--- src/rtl/qr_pkg.sv ---
package qr_pkg;

  // ---------------------------------------------------------------
  // Clock and timing
  // ---------------------------------------------------------------
  localparam int CLK_HZ = 200_000_000;
  localparam int CLK_PERIOD_NS = 5;
  localparam int EDGE_BLANK_NS = 330;
  localparam int MAX_ON_NS = 30_000;
  localparam int MIN_SWITCH_HZ = 20_000;
  localparam int SHORT_RS_NS = 2_500;
  localparam int LONG_RS_NS = 25_000;
  localparam int ENTRY_BLANK_MS = 24;
  localparam int BURST_TIMER_HZ = 52_000;
  localparam int WSHORT_BLANK_NS = 200;
  // Least times round up, longest times round down
  localparam int EDGE_BLANK_CYC =
    (EDGE_BLANK_NS + CLK_PERIOD_NS - 1) / CLK_PERIOD_NS;
  localparam int MAX_ON_CYC = MAX_ON_NS / CLK_PERIOD_NS;
  localparam int MAX_OFF_CYC = CLK_HZ / MIN_SWITCH_HZ;
  localparam int SHORT_RS_CYC =
    (SHORT_RS_NS + CLK_PERIOD_NS - 1) / CLK_PERIOD_NS;
  localparam int LONG_RS_CYC =
    (LONG_RS_NS + CLK_PERIOD_NS - 1) / CLK_PERIOD_NS;
  localparam int ENTRY_BLANK_CYC = ENTRY_BLANK_MS * (CLK_HZ / 1000);
  localparam int BURST_PERIOD_CYC = CLK_HZ / BURST_TIMER_HZ;
  localparam int BURST_DUTY_PCT = 50;
  localparam int WSHORT_BLANK_CYC =
    (WSHORT_BLANK_NS + CLK_PERIOD_NS - 1) / CLK_PERIOD_NS;

  // ---------------------------------------------------------------
  // Valley counts and current limit codes
  // ---------------------------------------------------------------
  localparam logic [2:0] VALLEY_MAX = 3'h7;
  localparam logic [2:0] BURST_ENTRY_VALLEY_COUNT = 3'h7;
  localparam logic [2:0] TARGET_RESET = 3'h1;
  localparam logic [7:0] LIMIT_FULL = 8'hff;
  localparam int BURST_LIMIT_PCT = 34;
  localparam logic [7:0] BURST_LIMIT =
    8'((int'(LIMIT_FULL) * BURST_LIMIT_PCT) / 100);
  localparam logic [7:0] FOLD_FIRST_STEP = 8'h20;
  localparam int FOLD_STEP_SHIFT = 4;

  // Nonlinear foldback drop per step of excess current
  function automatic logic [7:0] fold_drop(input logic [2:0] step);
    case (step)
      3'h0: fold_drop = 8'h00;
      3'h1: fold_drop = 8'h10;
      3'h2: fold_drop = 8'h1e;
      3'h3: fold_drop = 8'h2a;
      3'h4: fold_drop = 8'h34;
      3'h5: fold_drop = 8'h3c;
      3'h6: fold_drop = 8'h42;
      default: fold_drop = 8'h46;
    endcase
  endfunction : fold_drop

  // ---------------------------------------------------------------
  // Register map
  // ---------------------------------------------------------------
  localparam int ADDR_W = 8;
  localparam logic [7:0] ADDR_CTRL = 8'h00;
  localparam logic [7:0] ADDR_STATUS = 8'h04;
  localparam logic [7:0] ADDR_LIMIT = 8'h08;
  localparam int CTRL_EN_BIT = 0;
  localparam int CTRL_TGT_LSB = 1;
  localparam int CTRL_CLR_BIT = 4;
  localparam logic [1:0] RESP_OKAY = 2'h0;
  localparam logic [1:0] RESP_SLVERR = 2'h2;

  // ---------------------------------------------------------------
  // Switching states
  // ---------------------------------------------------------------
  typedef enum logic [2:0] {
    S_IDLE = 3'b000,
    S_RING = 3'b001,
    S_WAIT = 3'b010,
    S_ON = 3'b011,
    S_PAUSE = 3'b100,
    S_BURST_OFF = 3'b101,
    S_BURST_ON = 3'b110
  } sw_state_t;

endpackage : qr_pkg

--- src/rtl/limit_if.sv ---
`timescale 1ns/1ps
// Foldback input, burst select and resulting limit code
interface limit_if;
  logic [7:0] zc_code;
  logic burst;
  logic [7:0] limit;
  modport src (output zc_code, output burst, input limit);
  modport lim (input zc_code, input burst, output limit);
endinterface : limit_if

--- src/rtl/spike_filter.sv ---
`timescale 1ns/1ps
// Passes a level only after it has stood high for COUNT cycles
module spike_filter #(
  parameter int COUNT = 40,
  parameter int W = 8
) (
  input wire logic aclk,
  input wire logic aresetn,
  input wire logic din,
  output logic dout
);
  localparam logic [W-1:0] LAST = W'(COUNT - 1);
  logic [W-1:0] cnt;
  wire at_end = (cnt == LAST);

  // Count consecutive high cycles, restart on any low
  always_ff @(posedge aclk) begin
    if (!aresetn || !din) begin
      cnt <= '0;
      dout <= 1'b0;
    end else begin
      if (!at_end) cnt <= cnt + 1'b1;
      dout <= at_end;
    end
  end
endmodule : spike_filter

--- src/rtl/current_limit.sv ---
`timescale 1ns/1ps
// Foldback-corrected current limit code for the limit comparator
module current_limit (
  input wire logic aclk,
  input wire logic aresetn,
  limit_if.lim lif
);
  import qr_pkg::*;

  wire over = lif.zc_code > FOLD_FIRST_STEP;
  wire [7:0] excess = over ? 8'(lif.zc_code - FOLD_FIRST_STEP) : 8'h00;
  wire [7:0] raw_step = excess >> FOLD_STEP_SHIFT;
  wire [2:0] step = (raw_step > 8'h07) ? 3'h7 : raw_step[2:0];

  // Burst limit or full limit lowered in nonlinear steps
  always_ff @(posedge aclk) begin
    if (!aresetn) lif.limit <= LIMIT_FULL;
    else if (lif.burst) lif.limit <= BURST_LIMIT;
    else lif.limit <= LIMIT_FULL - fold_drop(step);
  end
endmodule : current_limit

--- src/rtl/valley_switch_burst_control.sv ---
`timescale 1ns/1ps
module valley_switch_burst_control
  import qr_pkg::*;
#(
  parameter int MAX_ON = qr_pkg::MAX_ON_CYC,
  parameter int MAX_OFF = qr_pkg::MAX_OFF_CYC,
  parameter int LONG_RS = qr_pkg::LONG_RS_CYC,
  parameter int ENTRY_BLANK = qr_pkg::ENTRY_BLANK_CYC
) (
  input wire logic aclk,
  input wire logic aresetn,
  // AXI4-Lite slave
  input wire logic [qr_pkg::ADDR_W-1:0] awaddr,
  input wire logic awvalid,
  output logic awready,
  input wire logic [31:0] wdata,
  input wire logic [3:0] wstrb,
  input wire logic wvalid,
  output logic wready,
  output logic [1:0] bresp,
  output logic bvalid,
  input wire logic bready,
  input wire logic [qr_pkg::ADDR_W-1:0] araddr,
  input wire logic arvalid,
  output logic arready,
  output logic [31:0] rdata,
  output logic [1:0] rresp,
  output logic rvalid,
  input wire logic rready,
  // Digitised comparator inputs
  input wire logic zc_falling,
  input wire logic zc_above_rs,
  input wire logic cs_over_fb,
  input wire logic cs_over_limit,
  input wire logic cs_over_short,
  input wire logic fb_below_entry,
  input wire logic fb_above_resume,
  input wire logic fb_above_pause,
  input wire logic fb_above_exit,
  input wire logic [7:0] zc_current_code,
  // Outputs
  output logic gate,
  output logic bias_enable,
  output logic [7:0] limit_code,
  output logic burst_active,
  output logic short_fault
);
  import qr_pkg::*;

  // -----------------------------------------------------------------
  // Cycle counts at counter width
  // -----------------------------------------------------------------
  localparam int CW = 16;
  localparam int EW = 24;
  localparam logic [CW-1:0] LEB_L = CW'(EDGE_BLANK_CYC);
  localparam logic [CW-1:0] MAX_ON_L = CW'(MAX_ON);
  localparam logic [CW-1:0] MAX_OFF_L = CW'(MAX_OFF);
  localparam logic [CW-1:0] SHORT_RS_L = CW'(SHORT_RS_CYC);
  localparam logic [CW-1:0] LONG_RS_L = CW'(LONG_RS);
  localparam logic [CW-1:0] PERIOD_L = CW'(BURST_PERIOD_CYC);
  localparam logic [CW-1:0] HALF_L =
    CW'((BURST_PERIOD_CYC * BURST_DUTY_PCT) / 100);
  localparam logic [CW-1:0] CNT_MAX = '1;

  // -----------------------------------------------------------------
  // Declarations
  // -----------------------------------------------------------------
  sw_state_t state;
  sw_state_t next_state;
  logic ctrl_enable;
  logic [2:0] target_valley;
  logic [2:0] valley_counter;
  logic [CW-1:0] on_cnt;
  logic [CW-1:0] off_cnt;
  logic [CW-1:0] tmr;
  logic [ADDR_W-1:0] aw_addr;
  logic [31:0] w_data;
  logic [3:0] w_strb;
  logic short_seen;
  logic entry_ok;
  logic fault_clear;
  logic next_gate;
  logic next_bias;
  logic exit_evt;

  limit_if lif();

  // -----------------------------------------------------------------
  // Register bus decode
  // -----------------------------------------------------------------
  wire aw_hs = awvalid && awready;
  wire w_hs = wvalid && wready;
  wire ar_hs = arvalid && arready;
  wire write_go = !awready && !wready && !bvalid;
  wire wr_ctrl = write_go && (aw_addr == ADDR_CTRL);
  wire wr_status = write_go && (aw_addr == ADDR_STATUS);
  wire wr_limit = write_go && (aw_addr == ADDR_LIMIT);
  wire wr_mapped = wr_ctrl || wr_status || wr_limit;
  wire ctrl_lane = wr_ctrl && w_strb[0];
  wire rd_ctrl = (araddr == ADDR_CTRL);
  wire rd_status = (araddr == ADDR_STATUS);
  wire rd_limit = (araddr == ADDR_LIMIT);
  wire rd_mapped = rd_ctrl || rd_status || rd_limit;
  wire [31:0] ctrl_word = {27'h0, 1'b0, target_valley, ctrl_enable};
  wire [31:0] status_word = {22'h0, state, valley_counter,
                             short_fault, bias_enable, burst_active, gate};
  wire [31:0] limit_word = {24'h0, limit_code};
  wire [31:0] rd_word = rd_ctrl ? ctrl_word :
                        rd_status ? status_word :
                        rd_limit ? limit_word : 32'h0;

  // Write address and data taken in either order, answer after both
  always_ff @(posedge aclk) begin
    if (!aresetn) begin
      awready <= 1'b1;
      wready <= 1'b1;
      bvalid <= 1'b0;
      bresp <= RESP_OKAY;
      aw_addr <= '0;
      w_data <= 32'h0;
      w_strb <= 4'h0;
    end else begin
      if (aw_hs) begin
        awready <= 1'b0;
        aw_addr <= awaddr;
      end
      if (w_hs) begin
        wready <= 1'b0;
        w_data <= wdata;
        w_strb <= wstrb;
      end
      if (write_go) begin
        bvalid <= 1'b1;
        bresp <= wr_mapped ? RESP_OKAY : RESP_SLVERR;
      end
      if (bvalid && bready) begin
        bvalid <= 1'b0;
        awready <= 1'b1;
        wready <= 1'b1;
      end
    end
  end

  // Read data captured at the address handshake
  always_ff @(posedge aclk) begin
    if (!aresetn) begin
      arready <= 1'b1;
      rvalid <= 1'b0;
      rdata <= 32'h0;
      rresp <= RESP_OKAY;
    end else if (ar_hs) begin
      arready <= 1'b0;
      rvalid <= 1'b1;
      rdata <= rd_word;
      rresp <= rd_mapped ? RESP_OKAY : RESP_SLVERR;
    end else if (rvalid && rready) begin
      rvalid <= 1'b0;
      arready <= 1'b1;
    end
  end

  // -----------------------------------------------------------------
  // Control register
  // -----------------------------------------------------------------
  assign fault_clear = ctrl_lane && w_data[CTRL_CLR_BIT];

  // Burst exit forces the target over a software write
  always_ff @(posedge aclk) begin
    if (!aresetn) begin
      ctrl_enable <= 1'b0;
      target_valley <= TARGET_RESET;
    end else begin
      if (ctrl_lane) begin
        ctrl_enable <= w_data[CTRL_EN_BIT];
        target_valley <= w_data[CTRL_TGT_LSB +: 3];
      end
      if (exit_evt) target_valley <= TARGET_RESET;
    end
  end

  // -----------------------------------------------------------------
  // Helpers: limit, short-winding filter, burst entry blanking
  // -----------------------------------------------------------------
  assign lif.zc_code = zc_current_code;
  assign lif.burst = burst_active;
  assign limit_code = lif.limit;

  current_limit u_limit (
    .aclk(aclk),
    .aresetn(aresetn),
    .lif(lif)
  );

  wire short_raw = cs_over_short && gate && !burst_active;

  spike_filter #(.COUNT(WSHORT_BLANK_CYC), .W(8)) u_short (
    .aclk(aclk),
    .aresetn(aresetn),
    .din(short_raw),
    .dout(short_seen)
  );

  wire entry_raw = fb_below_entry && !burst_active &&
                   (target_valley == BURST_ENTRY_VALLEY_COUNT);

  spike_filter #(.COUNT(ENTRY_BLANK), .W(EW)) u_entry (
    .aclk(aclk),
    .aresetn(aresetn),
    .din(entry_raw),
    .dout(entry_ok)
  );

  // -----------------------------------------------------------------
  // Switching decisions
  // -----------------------------------------------------------------
  wire blanked = on_cnt < LEB_L;
  wire rs_len_short = zc_above_rs;
  wire [CW-1:0] rs_len = rs_len_short ? SHORT_RS_L : LONG_RS_L;
  wire rs_done = off_cnt >= rs_len;
  wire valley_ok = valley_counter >= target_valley;
  wire off_timeout = off_cnt >= MAX_OFF_L;
  wire on_timeout = on_cnt >= MAX_ON_L;
  wire fb_trip = !blanked && cs_over_fb;
  wire lim_trip = !blanked && cs_over_limit;
  wire tmr_tick = tmr == PERIOD_L - 1'b1;
  wire duty_over = tmr >= HALF_L;
  wire in_burst = (state == S_PAUSE) || (state == S_BURST_OFF) ||
                  (state == S_BURST_ON);

  assign exit_evt = in_burst && fb_above_exit;

  // Next state: normal valley switching and burst hysteresis
  always_comb begin
    next_state = state;
    case (state)
      S_IDLE: begin
        if (ctrl_enable && !short_fault) next_state = S_RING;
      end
      S_RING: begin
        if (entry_ok) next_state = S_PAUSE;
        else if (off_timeout) next_state = S_ON;
        else if (rs_done) next_state = S_WAIT;
      end
      S_WAIT: begin
        if (entry_ok) next_state = S_PAUSE;
        else if (valley_ok || off_timeout) next_state = S_ON;
      end
      S_ON: begin
        if (short_seen) next_state = S_IDLE;
        else if (on_timeout || fb_trip || lim_trip) begin
          next_state = S_RING;
        end
      end
      S_PAUSE: begin
        if (fb_above_exit) next_state = S_RING;
        else if (fb_above_resume) next_state = S_BURST_OFF;
      end
      S_BURST_OFF: begin
        if (fb_above_exit) next_state = S_RING;
        else if (!fb_above_pause) next_state = S_PAUSE;
        else if (tmr_tick) next_state = S_BURST_ON;
      end
      S_BURST_ON: begin
        if (fb_above_exit) next_state = S_RING;
        else if (lim_trip || duty_over || on_timeout) begin
          next_state = S_BURST_OFF;
        end
      end
      default: next_state = S_IDLE;
    endcase
    if (!ctrl_enable) next_state = S_IDLE;
  end

  assign next_gate = (next_state == S_ON) || (next_state == S_BURST_ON);
  assign next_bias = (next_state != S_PAUSE);

  // State, gate and bias registers
  always_ff @(posedge aclk) begin
    if (!aresetn) begin
      state <= S_IDLE;
      gate <= 1'b0;
      bias_enable <= 1'b1;
      burst_active <= 1'b0;
    end else begin
      state <= next_state;
      gate <= next_gate;
      bias_enable <= next_bias;
      burst_active <= (next_state == S_PAUSE) ||
                      (next_state == S_BURST_OFF) ||
                      (next_state == S_BURST_ON);
    end
  end

  // -----------------------------------------------------------------
  // Counters
  // -----------------------------------------------------------------
  // On and off time, each saturating, each cleared by the other phase
  always_ff @(posedge aclk) begin
    if (!aresetn || !gate) on_cnt <= '0;
    else if (on_cnt != CNT_MAX) on_cnt <= on_cnt + 1'b1;
  end

  // Idle time is not off time: enabling starts a full ring suppression
  always_ff @(posedge aclk) begin
    if (!aresetn || gate || state == S_IDLE) off_cnt <= '0;
    else if (off_cnt != CNT_MAX) off_cnt <= off_cnt + 1'b1;
  end

  // Valley counter: counts falls while off, cleared by gate high
  always_ff @(posedge aclk) begin
    if (!aresetn || gate) valley_counter <= 3'h0;
    else if (zc_falling && valley_counter != VALLEY_MAX) begin
      valley_counter <= valley_counter + 1'b1;
    end
  end

  // Fixed-frequency burst timer, restarted when switching resumes
  always_ff @(posedge aclk) begin
    if (!aresetn || state == S_PAUSE || !in_burst) tmr <= '0;
    else if (tmr_tick) tmr <= '0;
    else tmr <= tmr + 1'b1;
  end

  // -----------------------------------------------------------------
  // Short-winding fault latch, set wins over clear
  // -----------------------------------------------------------------
  always_ff @(posedge aclk) begin
    if (!aresetn) short_fault <= 1'b0;
    else if (short_seen) short_fault <= 1'b1;
    else if (fault_clear) short_fault <= 1'b0;
  end

endmodule : valley_switch_burst_control

--- config.mk ---
export PLATFORM = sky130hd
export DESIGN_NAME = valley_switch_burst_control
export DESIGN_NICKNAME = d
export VERILOG_FILES = /design/src/rtl/qr_pkg.sv /design/src/rtl/limit_if.sv /design/src/rtl/spike_filter.sv /design/src/rtl/current_limit.sv /design/src/rtl/valley_switch_burst_control.sv
export SDC_FILE = /design/constraint.sdc
export NUM_CORES = 1
export LEC_CHECK = 0
export BUFFER_PORTS_ARGS = -buffer_cell sky130_fd_sc_hd__buf_2
export CAP_MARGIN = 20
export CORE_ASPECT_RATIO = 1.4
export CORE_UTILIZATION = 53
export DETAILED_ROUTE_END_ITERATION = 7
export GPL_TIMING_DRIVEN = 0
export PLACE_DENSITY = 0.83
export SLEW_MARGIN = 20
export SYNTH_ARGS = -nofsm -noshare
export SYNTH_HDL_FRONTEND = slang
export SYNTH_SLANG_ARGS = --single-unit
--- constraint.sdc ---
create_clock -name aclk -period 2.85 [get_ports aclk]
set_input_delay 0.1425 -clock aclk [delete_from_list [all_inputs] [get_ports aclk]]
set_output_delay 0.1425 -clock aclk [all_outputs]
set_load 0.005 [all_outputs]
==> metrics.txt, run 1 <==
post-synth top area share=between 40% and 50%; CTS root buffer=clkbuf_16; clock latency on the worst-skew pair=roughly 0.41 ns; Crit path arrival time=2.63 ns; status=finished, final reports clean; final std cells w/o fill=between 1000 and 1500; slew margin rel.=about two fifths; PortBufs=between 70 and 80; Chip Width=roughly 95 um; TNS Setup=0 ns; endpoints failing hold=0; final setup fails=0; largest area contributor in the netlist=dfxtp_1; io pins=between 100 and 150; Post-CTS Setup Bufs=0; Worst Setup Start Kind=flip-flop; Post-Syn Area=about 6500 um^2; register area=between 2000 and 3000 um^2; post-synthesis sequential area ratio=between 40 and 50%; fin util=between 60 and 70%; Yosys warnings=0; ys async rst share=0%; first-pass GRT wire length=roughly 24000 um; drt first pass iters=4; routed wire length=approximately 14000 um; vias in the first global route=5312; FMAX=roughly 0.43 GHz; most common cell after layout, fill and taps aside=dfxtp_1; slew of the pin with the lowest slew margin=about 0.90 ns; Max Cap Viol=0; number of flops mapped to enable cells by yosys=0; RSZ-0062 raised after global routing=no; Tot Pwr=around 4.2 mW; Core Box Area=around 12000 um^2; Avg Inst Size Synth=8.49 um^2; Pwr Density=around 550 nW/um^2; wire per inst=approximately 14 um; worst vdd ir=between 0.4 and 0.5 mV; Worst Hold Class=in2reg; Crit Path Class=reg2reg; synth top area cells=dfxtp_1, nor2_1, xor2_1; total track usage=around a quarter; Post-DP HPWL=~10000 um; final hold slack=around 0.011 ns; post-DR vias/cell=5.47; clock sinks=between 100 and 150; GPL Wtd Cong=~0.84; Final Cycle Share=approximately 82%; P_leak=just over 3 nW; final antenna diode count=0; die height=between 100 and 150 um; Final Critical Period=about 2.3 ns; most frequent cells in the layout=dfxtp_1, nor2_1, buf_2; clk slew on worst S/H paths=around 0.060 ns; Placed Cells=about 1000; R2R setup slack=approximately 0.5 ns; Worst Path Max Fanout=7; synthesized instance count=760; TritonCTS clock tree=done; pin count of the biggest net entering global routing=17; Multi-input gate area=3500 um^2; DRC=0; die area=12600 um^2; nets@finish=between 900 and 1000; CP Capture Type=flip-flop; htree depth=4; post-synthesis sequential element count=~130; Num CTS Buffers=17; Critical Path RT=around 3.1 ns; Starting Density=~55%; # fillers=between 900 and 1000; initial antenna violation count=0; Antenna Nets Post-Route=0; Clock Skew=just over 0.008 ns; total congestion overflow=0; area grow syn2layout=19.8%; layout cells sized above 1=between 10 and 15%; Synth Flop Type=dfxtp_1; CTS Buffer Depth=2; routed vias=between 5000 and 6000; Unique masters post-synth=54; Core Rows=47; DRT iter0 DRCs=roughly 280; final-report max-slew violation count=0
## critical path: stages (launching register included)
cell	delay [ns]
dfxtp_1	0.43
nand4_1	0.14
nor4_1	0.79
nand3_1	0.44
nand3_1	0.21
xor2_1	0.15
nor2_1	0.05
## synth_stat cells (4+ instances only)
cell / number
dfxtp_1: 134
nor2_1: 101
nand2_1: 65
nand3_1: 57
xor2_1: 40
a21oi_1: 28
buf_4: 25
xnor2_1: 25
o21ai_0: 24
nand4_1: 22
clkbuf_1: 21
a21boi_0: 20
ha_1: 20
inv_1: 19
and3_1: 16
nor2b_1: 16
mux2i_1: 13
nor3_1: 12
and4_1: 9
nor4_1: 9
nand2b_1: 8
and2_1: 7
a22oi_1: 6
a31oi_1: 6
or3_1: 5
nand3b_1: 4
o21a_1: 4
or4_1: 4
## kinds of logic after synthesis
family / count (synthesis) / share of synthesized area [%]
other cells: 1 / 0.0581
simple gates: 349 / 27.1
mux: 13 / 2.02
xor+xnor: 65 / 8.82
compound gates: 110 / 11.0
buf+inv: 68 / 5.54
fa+ha+maj: 20 / 3.88
flops: 134 / 41.6
## area by class of cell
| type | instances | area share, % |
|---|---|---|
| multi-input cells | 581 | 45.3 |
| flip-flops and latches | 134 | 34.7 |
| clock buffers | 21 | 5.95 |
| repair buffers | 80 | 5.76 |
| plain buffers | 49 | 3.70 |
| well taps | 147 | 2.38 |
| clock inverters | 10 | 1.36 |
| inverters | 19 | 0.922 |
## path summary, 6_finish.rpt
check	from	to	cells past startpoint
worst min register to register	aw_addr[5]$_SDFFE_PN0P_	aw_addr[5]$_SDFFE_PN0P_	2
worst max-delay path	off_cnt[4]$_SDFFE_PP0P_	off_cnt[5]$_SDFFE_PP0P_	6
worst max register to register	off_cnt[4]$_SDFFE_PP0P_	off_cnt[5]$_SDFFE_PP0P_	6
worst min-delay path	awaddr[1]	aw_addr[1]$_SDFFE_PN0P_	3
## through the flow
stage	area, um^2	setup WS, ns
final	7740	0.509
after global placement	7080	0.548
after floorplan	6540	0.760
after detailed placement	7080	0.583
after global routing	7740	0.299
after CTS	7740	0.555
## what timing repair did
item,4_1_cts,5_1_grt
hold buffers,9,0
gates resized for setup,0,0
setup endpoints to repair,0,0
endpoints found under the hold margin,9,0
## registers in the layout, summed over array words and instances, names as in the netlist, 3 cells and up
register	count
rdata	10
aw_addr	8
w_data	5
u_entry.cnt	24
off_cnt	16
state	3
tmr	16
target_valley	3
valley_counter	3
on_cnt	16
u_short.cnt	8
u_limit.lif.limit	7
## where the power goes
part           total (mW)  internal [mW]  switching [mW]
Clock                2.09           1.32           0.775
Combinational       0.225          0.110           0.115
Sequential           1.92           1.90          0.0183
Total                4.24           3.33           0.909
## metal layers
| metal | up-vias | global-route usage, % | part of all wire, % |
|---|---|---|---|
| li1 | 2853 | - | - |
| met1 | 2665 | 26.5 | 42 |
| met4 | 0 | 10.2 | 2.8 |
| met5 | - | 0 | 0 |
| met2 | 141 | 41.5 | 52 |
| met3 | 34 | 5.00 | 3.5 |
No activity file was read; power rests on OpenSTA's default activity.
==> inputs of run 2 (changes only) <==
--- a/config.mk
+++ b/config.mk
@@ -8,10 +8,10 @@
 export BUFFER_PORTS_ARGS = -buffer_cell sky130_fd_sc_hd__buf_2
 export CAP_MARGIN = 20
 export CORE_ASPECT_RATIO = 1.4
-export CORE_UTILIZATION = 53
+export CORE_UTILIZATION = 50
 export DETAILED_ROUTE_END_ITERATION = 7
 export GPL_TIMING_DRIVEN = 0
-export PLACE_DENSITY = 0.83
+export PLACE_DENSITY = 0.82
 export SLEW_MARGIN = 20
 export SYNTH_ARGS = -nofsm -noshare
 export SYNTH_HDL_FRONTEND = slang
==> constraint.sdc (replaced) <==
create_clock -name aclk -period 1.95 [get_ports aclk]
set_input_delay 0.0975 -clock aclk [delete_from_list [all_inputs] [get_ports aclk]]
set_output_delay 0.0975 -clock aclk [all_outputs]
set_load 0.005 [all_outputs]
==> run 2 against run 1 <==
The flow now finishes with violations (DRC, setup timing). Critical path depth is the same. Sequential power is 46% higher. Combinational power up 55%. Critical path type unchanged. Count of clock-buffer cells in the layout fell by 3. Non-clock buffer count rose by 12. Die area increased by 5.9%. Wire length grew 1.4%. Cell count grew 1.5%. Power grew 49%. Flip-flop and latch count unchanged.
==> metrics.txt, run 2 (synthesis results as in run 1) <==
final worst slack=-0.188 ns; P_leak=3.13 nW; FMAX=about 0.47 GHz; Worst Path Max Fanout=3; slew margin rel.=between 60% and 70%; final hold slack=a little over 0.04 ns; Starting Density=51.9%; Num CTS Buffers=17; Pwr Density=~800 nW/um^2; PortBufs=between 70 and 80; status=finished, violations left; Crit Path Class=reg2reg; final setup fails=3; DRC=16; nets@finish=approximately 1000; io pins=roughly 130; clock latency on the worst-skew pair=a little over 0.4 ns; Worst Hold Class=in2reg; clk slew on worst S/H paths=0.06 ns; final-report max-slew violation count=0; die area=about 13000 um^2; htree depth=4; Critical Path RT=2.23 ns; TritonCTS clock tree=done; first-pass GRT wire length=24000 um; most frequent cells in the layout=dfxtp_1, nor2_1, buf_2; Worst Setup Start Kind=flip-flop; Chip Width=about 98 um; Core Rows=48; layout cells sized above 1=17.6%; Post-DP HPWL=9680 um; area grow syn2layout=23.7%; endpoints failing hold=0; post-DR vias/cell=roughly 5.5; Max Cap Viol=0; die height=roughly 140 um; slew of the pin with the lowest slew margin=0.503 ns; CTS Buffer Depth=2; worst vdd ir=about 0.6 mV; Antenna Nets Post-Route=0; Crit path arrival time=approximately 2.4 ns; GPL Wtd Cong=around 0.82; Largest register FFs=24; total congestion overflow=0; RSZ-0062 raised after global routing=yes; routed wire length=~14000 um; most common cell after layout, fill and taps aside=dfxtp_1; CTS root buffer=clkbuf_16; clock sinks=roughly 130; pin count of the biggest net entering global routing=17; DRT iter0 DRCs=around 300; routed vias=just under 6000; largest register by flop count=u_entry.cnt; final antenna diode count=0; Clock Skew=0.00729 ns; Final Cycle Share=110%; TNS Setup=-0.516 ns; wire per inst=about 14 um; CP Capture Type=flip-flop; initial antenna violation count=0; violated checks=DRC, setup timing; drt first pass iters=8; total track usage=around 22%; Final Critical Period=approximately 2.1 ns; Core Box Area=roughly 12000 um^2; vias in the first global route=approximately 5400
## run 2: cell count changes in the layout (fill, tap and decap cells not counted), sizes merged
| cell | change |
|---|---|
| clkinvlp | -1 |
| clkinv | +2 |
| dlygate4sd3 | +7 |
| buf | +5 |
| inv | +3 |
| clkbuf | -3 |
## run 2: report_power, final
group	switching (mW)	total, mW	leakage, nW	internal, mW
Sequential	0.0260	2.80	1.09	2.78
Clock	1.24	3.17	0.292	1.93
Combinational	0.176	0.348	1.75	0.172
Total	1.44	6.32	3.13	4.88
## run 2: through the flow
| step | area [um^2] | setup WS (ns) | std cells | utilization [%] | total power, mW |
|---|---|---|---|---|---|
| 2_1_floorplan | 6540 | -0.0231 | 783 | - | 3.06 |
| 3_3_place_gp | 7090 | -0.284 | 1004 | 57.0 | 3.17 |
| 3_5_place_dp | 7090 | -0.318 | 1004 | 57.0 | 3.18 |
| 4_1_cts | 7920 | -0.173 | 1055 | 63.7 | 6.33 |
| 5_1_grt | 7990 | -0.225 | 1057 | 64.2 | 6.53 |
| 6_report | 7990 | -0.188 | 1057 | 64.2 | 6.32 |
## run 2: routing by layer
| metal | global-route usage, % | part of all wire [%] |
|---|---|---|
| met4 | 9.26 | 2.2 |
| met1 | 24.7 | 41 |
| met2 | 41.0 | 52 |
| met5 | 0 | 0 |
| met3 | 4.94 | 4.6 |
## run 2: repair_timing
action	4_1_cts	5_1_grt
pin swaps	2	4
cloned	0	0
hold buffers	16	0
endpoints found under the setup margin	25	47
resized for setup	13	16
endpoints found under the hold margin	18	0
setup buffers	3	2
## run 2: worst max-delay path, stage by stage (launching register included)
cell and delay, ns:
dfxtp_2 0.33, or4_4 0.53, a311o_1 0.33, a211o_1 0.30, a311oi_2 0.24, o31a_4 0.20
nand3_1 0.06
## run 2: worst paths after layout
path	cells after the start	from	slack, ns	end
setup / recovery	6	off_cnt[6]$_SDFFE_PP0P_	-0.19	bias_enable$_SDFF_PN1_
hold / removal	3	arvalid	0.04	rresp[1]$_SDFFE_PN0P_
setup reg to reg	6	off_cnt[6]$_SDFFE_PP0P_	-0.19	bias_enable$_SDFF_PN1_
hold reg to reg	2	rdata[5]$_SDFFE_PN0P_	0.46	rdata[5]$_SDFFE_PN0P_
## run 2: cell type report
type	count	area, um^2
fill	983	4450
multi-input combinational	581	3600
sequential	134	2690
timing repair buffer	92	553
clock buffer	18	439
buffer	49	289
tap	150	188
clock inverter	14	151
inverter	19	71.3
==> inputs of run 3 (changes only) <==
--- a/config.mk
+++ b/config.mk
@@ -12,6 +12,7 @@
 export DETAILED_ROUTE_END_ITERATION = 7
 export GPL_TIMING_DRIVEN = 0
 export PLACE_DENSITY = 0.82
+export SKIP_LAST_GASP = 1
 export SLEW_MARGIN = 20
 export SYNTH_ARGS = -nofsm -noshare
 export SYNTH_HDL_FRONTEND = slang
==> constraint.sdc (replaced) <==
create_clock -name aclk -period 1.85 [get_ports aclk]
set_input_delay 0.0925 -clock aclk [delete_from_list [all_inputs] [get_ports aclk]]
set_output_delay 0.0925 -clock aclk [all_outputs]
set_load 0.005 [all_outputs]
==> run 3 against run 2 <==
The run still ends with DRC, setup timing left. Via count is 0.19% higher. Worst hold slack worse by 0.015 ns. Cell area is 1.0% higher. Clock power is 7.6% higher. Count of clock-buffer cells in the layout is 2 higher. Worst setup slack worse by 0.10 ns. Critical path depth stayed put. Die area stayed put. Utilization is 0.66 points higher. Clock skew is 0.0022 ns higher. Wire length is 6.4% higher. Critical path type unchanged. Critical endpoint is now gate$_SDFF_PN0_. Largest cell class unchanged.
==> metrics.txt, run 3 (synthesis results as in run 1) <==
DRT iter0 DRCs=around 300; Largest register FFs=24; area grow syn2layout=25.0%; worst vdd ir=roughly 0.52 mV; Tot Pwr=between 6 and 7 mW; Worst Hold Class=in2reg; post-DR vias/cell=approximately 5.5; initial antenna violation count=0; Antenna Nets Post-Route=0; slew margin rel.=between 60% and 70%; Core Rows=48; endpoints failing hold=0; GPL Wtd Cong=between 0.8 and 0.9; most common cell after layout, fill and taps aside=dfxtp_1; routed vias=5807; DRC=18; final-report max-slew violation count=0; Max Cap Viol=0; register area=2700 um^2; P_leak=between 3 and 4 nW; Post-DP HPWL=about 10000 um; Final Critical Period=2.14 ns; io pins=around 130; Crit path arrival time=between 2 and 2.5 ns; CTS Buffer Depth=2; final setup fails=4; Clock Skew=approximately 0.0095 ns; crit-path cells=or4_4 > a311o_1 > a211o_1 > a311oi_2 > o31a_4 > a211oi_1; PortBufs=between 70 and 80; delay-heaviest family, CP=compound AO/OA/AOI/OAI gates; Multi-input gate area=roughly 3600 um^2; TritonCTS clock tree=done; highest cell delay on the worst timing path=0.49 ns; Num CTS Buffers=17; clock sinks=~130; die height=between 100 and 150 um; wire per inst=approximately 15 um; FMAX=~0.47 GHz; vias in the first global route=about 5600; pre-CTS WS=-0.334 ns; final worst slack=-0.289 ns; most frequent cells in the layout=dfxtp_1, nor2_1, buf_2; largest register by flop count=u_entry.cnt; pin count of the biggest net entering global routing=17; crit path from=off_cnt[5]$_SDFFE_PP0P_; slew of the pin with the lowest slew margin=0.496 ns; met3 Resource Use GR=under 10%; Chip Width=approximately 98 um; Slowest cell on crit path=or4_4; Critical Path RT=approximately 2.1 ns; gr busiest metal=met2; CTS root buffer=clkbuf_16; routed wire length=15400 um; status=finished, violations left; die area=13400 um^2; Crit Path Class=reg2reg; total congestion overflow=0; violated checks=DRC, setup timing; Pwr Density=836 nW/um^2; drt first pass iters=7; clk slew on worst S/H paths=roughly 0.060 ns; first-pass GRT wire length=approximately 25000 um; clock latency on the worst-skew pair=around 0.42 ns; WP buf/inv=0; nets@finish=991; Worst Setup Start Kind=flip-flop; Worst Path Max Fanout=3; total track usage=23.4%; met2 Track Usage GR=~43%; layout cells sized above 1=19.5%; Hold Path Origin=arvalid; Starting Density=~52%; final antenna diode count=0; TNS Setup=-0.868 ns; CP Capture Type=flip-flop; RR Startpoint=off_cnt[5]$_SDFFE_PP0P_; Core Box Area=12400 um^2; RSZ-0062 raised after global routing=yes; # fillers=roughly 990; met1 usage=between 20% and 30%; Final Cycle Share=116%; htree depth=4
[run 3: cell count changes in the layout (fill, tap and decap cells not counted), sizes merged]
cell / delta
clkinv: -1
buf: +3
inv: -2
bufinv: +1
[run 3: what timing repair did]
item | in CTS | in global routing
endpoints found under the hold margin | 17 | 1
endpoints found under the setup margin | 37 | 56
gates resized for setup | 22 | 27
setup buffers | 4 | 4
hold buffers | 15 | 1
pin swaps | 7 | 10
[run 3: cell type report]
cell class                      count  area share, %
Multi-Input combinational cell    581           45.2
Sequential cell                   134           33.5
Timing Repair Buffer               95           7.13
Clock buffer                       20           5.54
Buffer                             47           3.52
Tap cell                          150           2.33
Clock inverter                     12           1.89
Inverter                           19          0.884
[run 3: routing by layer]
metal	wire, um	up-vias
met3	842	47
li1	-	2887
met2	7910	206
met1	6190	2667
met5	0	-
met4	460	0
[run 3: per-stage QoR]
| stage | utilization, % | cells | area [um^2] | hold WS, ns |
|---|---|---|---|---|
| 3_5_place_dp | 57.1 | 1004 | 7090 | 0.369 |
| 2_1_floorplan | - | 783 | 6550 | 0.249 |
| 6_report | 64.9 | 1058 | 8070 | 0.0250 |
| 4_1_cts | 64.0 | 1055 | 7960 | 0.00477 |
| 3_3_place_gp | 57.1 | 1004 | 7090 | 0.358 |
| 5_1_grt | 64.9 | 1058 | 8070 | 0.0470 |
[run 3: worst register-to-register path, cell delays in order (launching register included)]
cell and delay (ns):
dfxtp_4 0.34, or4_4 0.49, a311o_1 0.35, a211o_1 0.31
a311oi_2 0.25, o31a_4 0.21, a211oi_1 0.06
[run 3: path summary, 6_finish.rpt]
path | to | slack [ns] | depth (start not counted)
max | gate$_SDFF_PN0_ | -0.29 | 6
min | rresp[1]$_SDFFE_PN0P_ | 0.02 | 3
max reg2reg | gate$_SDFF_PN0_ | -0.29 | 6
min reg2reg | rdata[5]$_SDFFE_PN0P_ | 0.46 | 2
[run 3: where the power goes]
part	internal, mW	switching (mW)	total [mW]
combinational	0.183	0.193	0.376
sequential	2.93	0.0309	2.96
clock	2.15	1.26	3.41
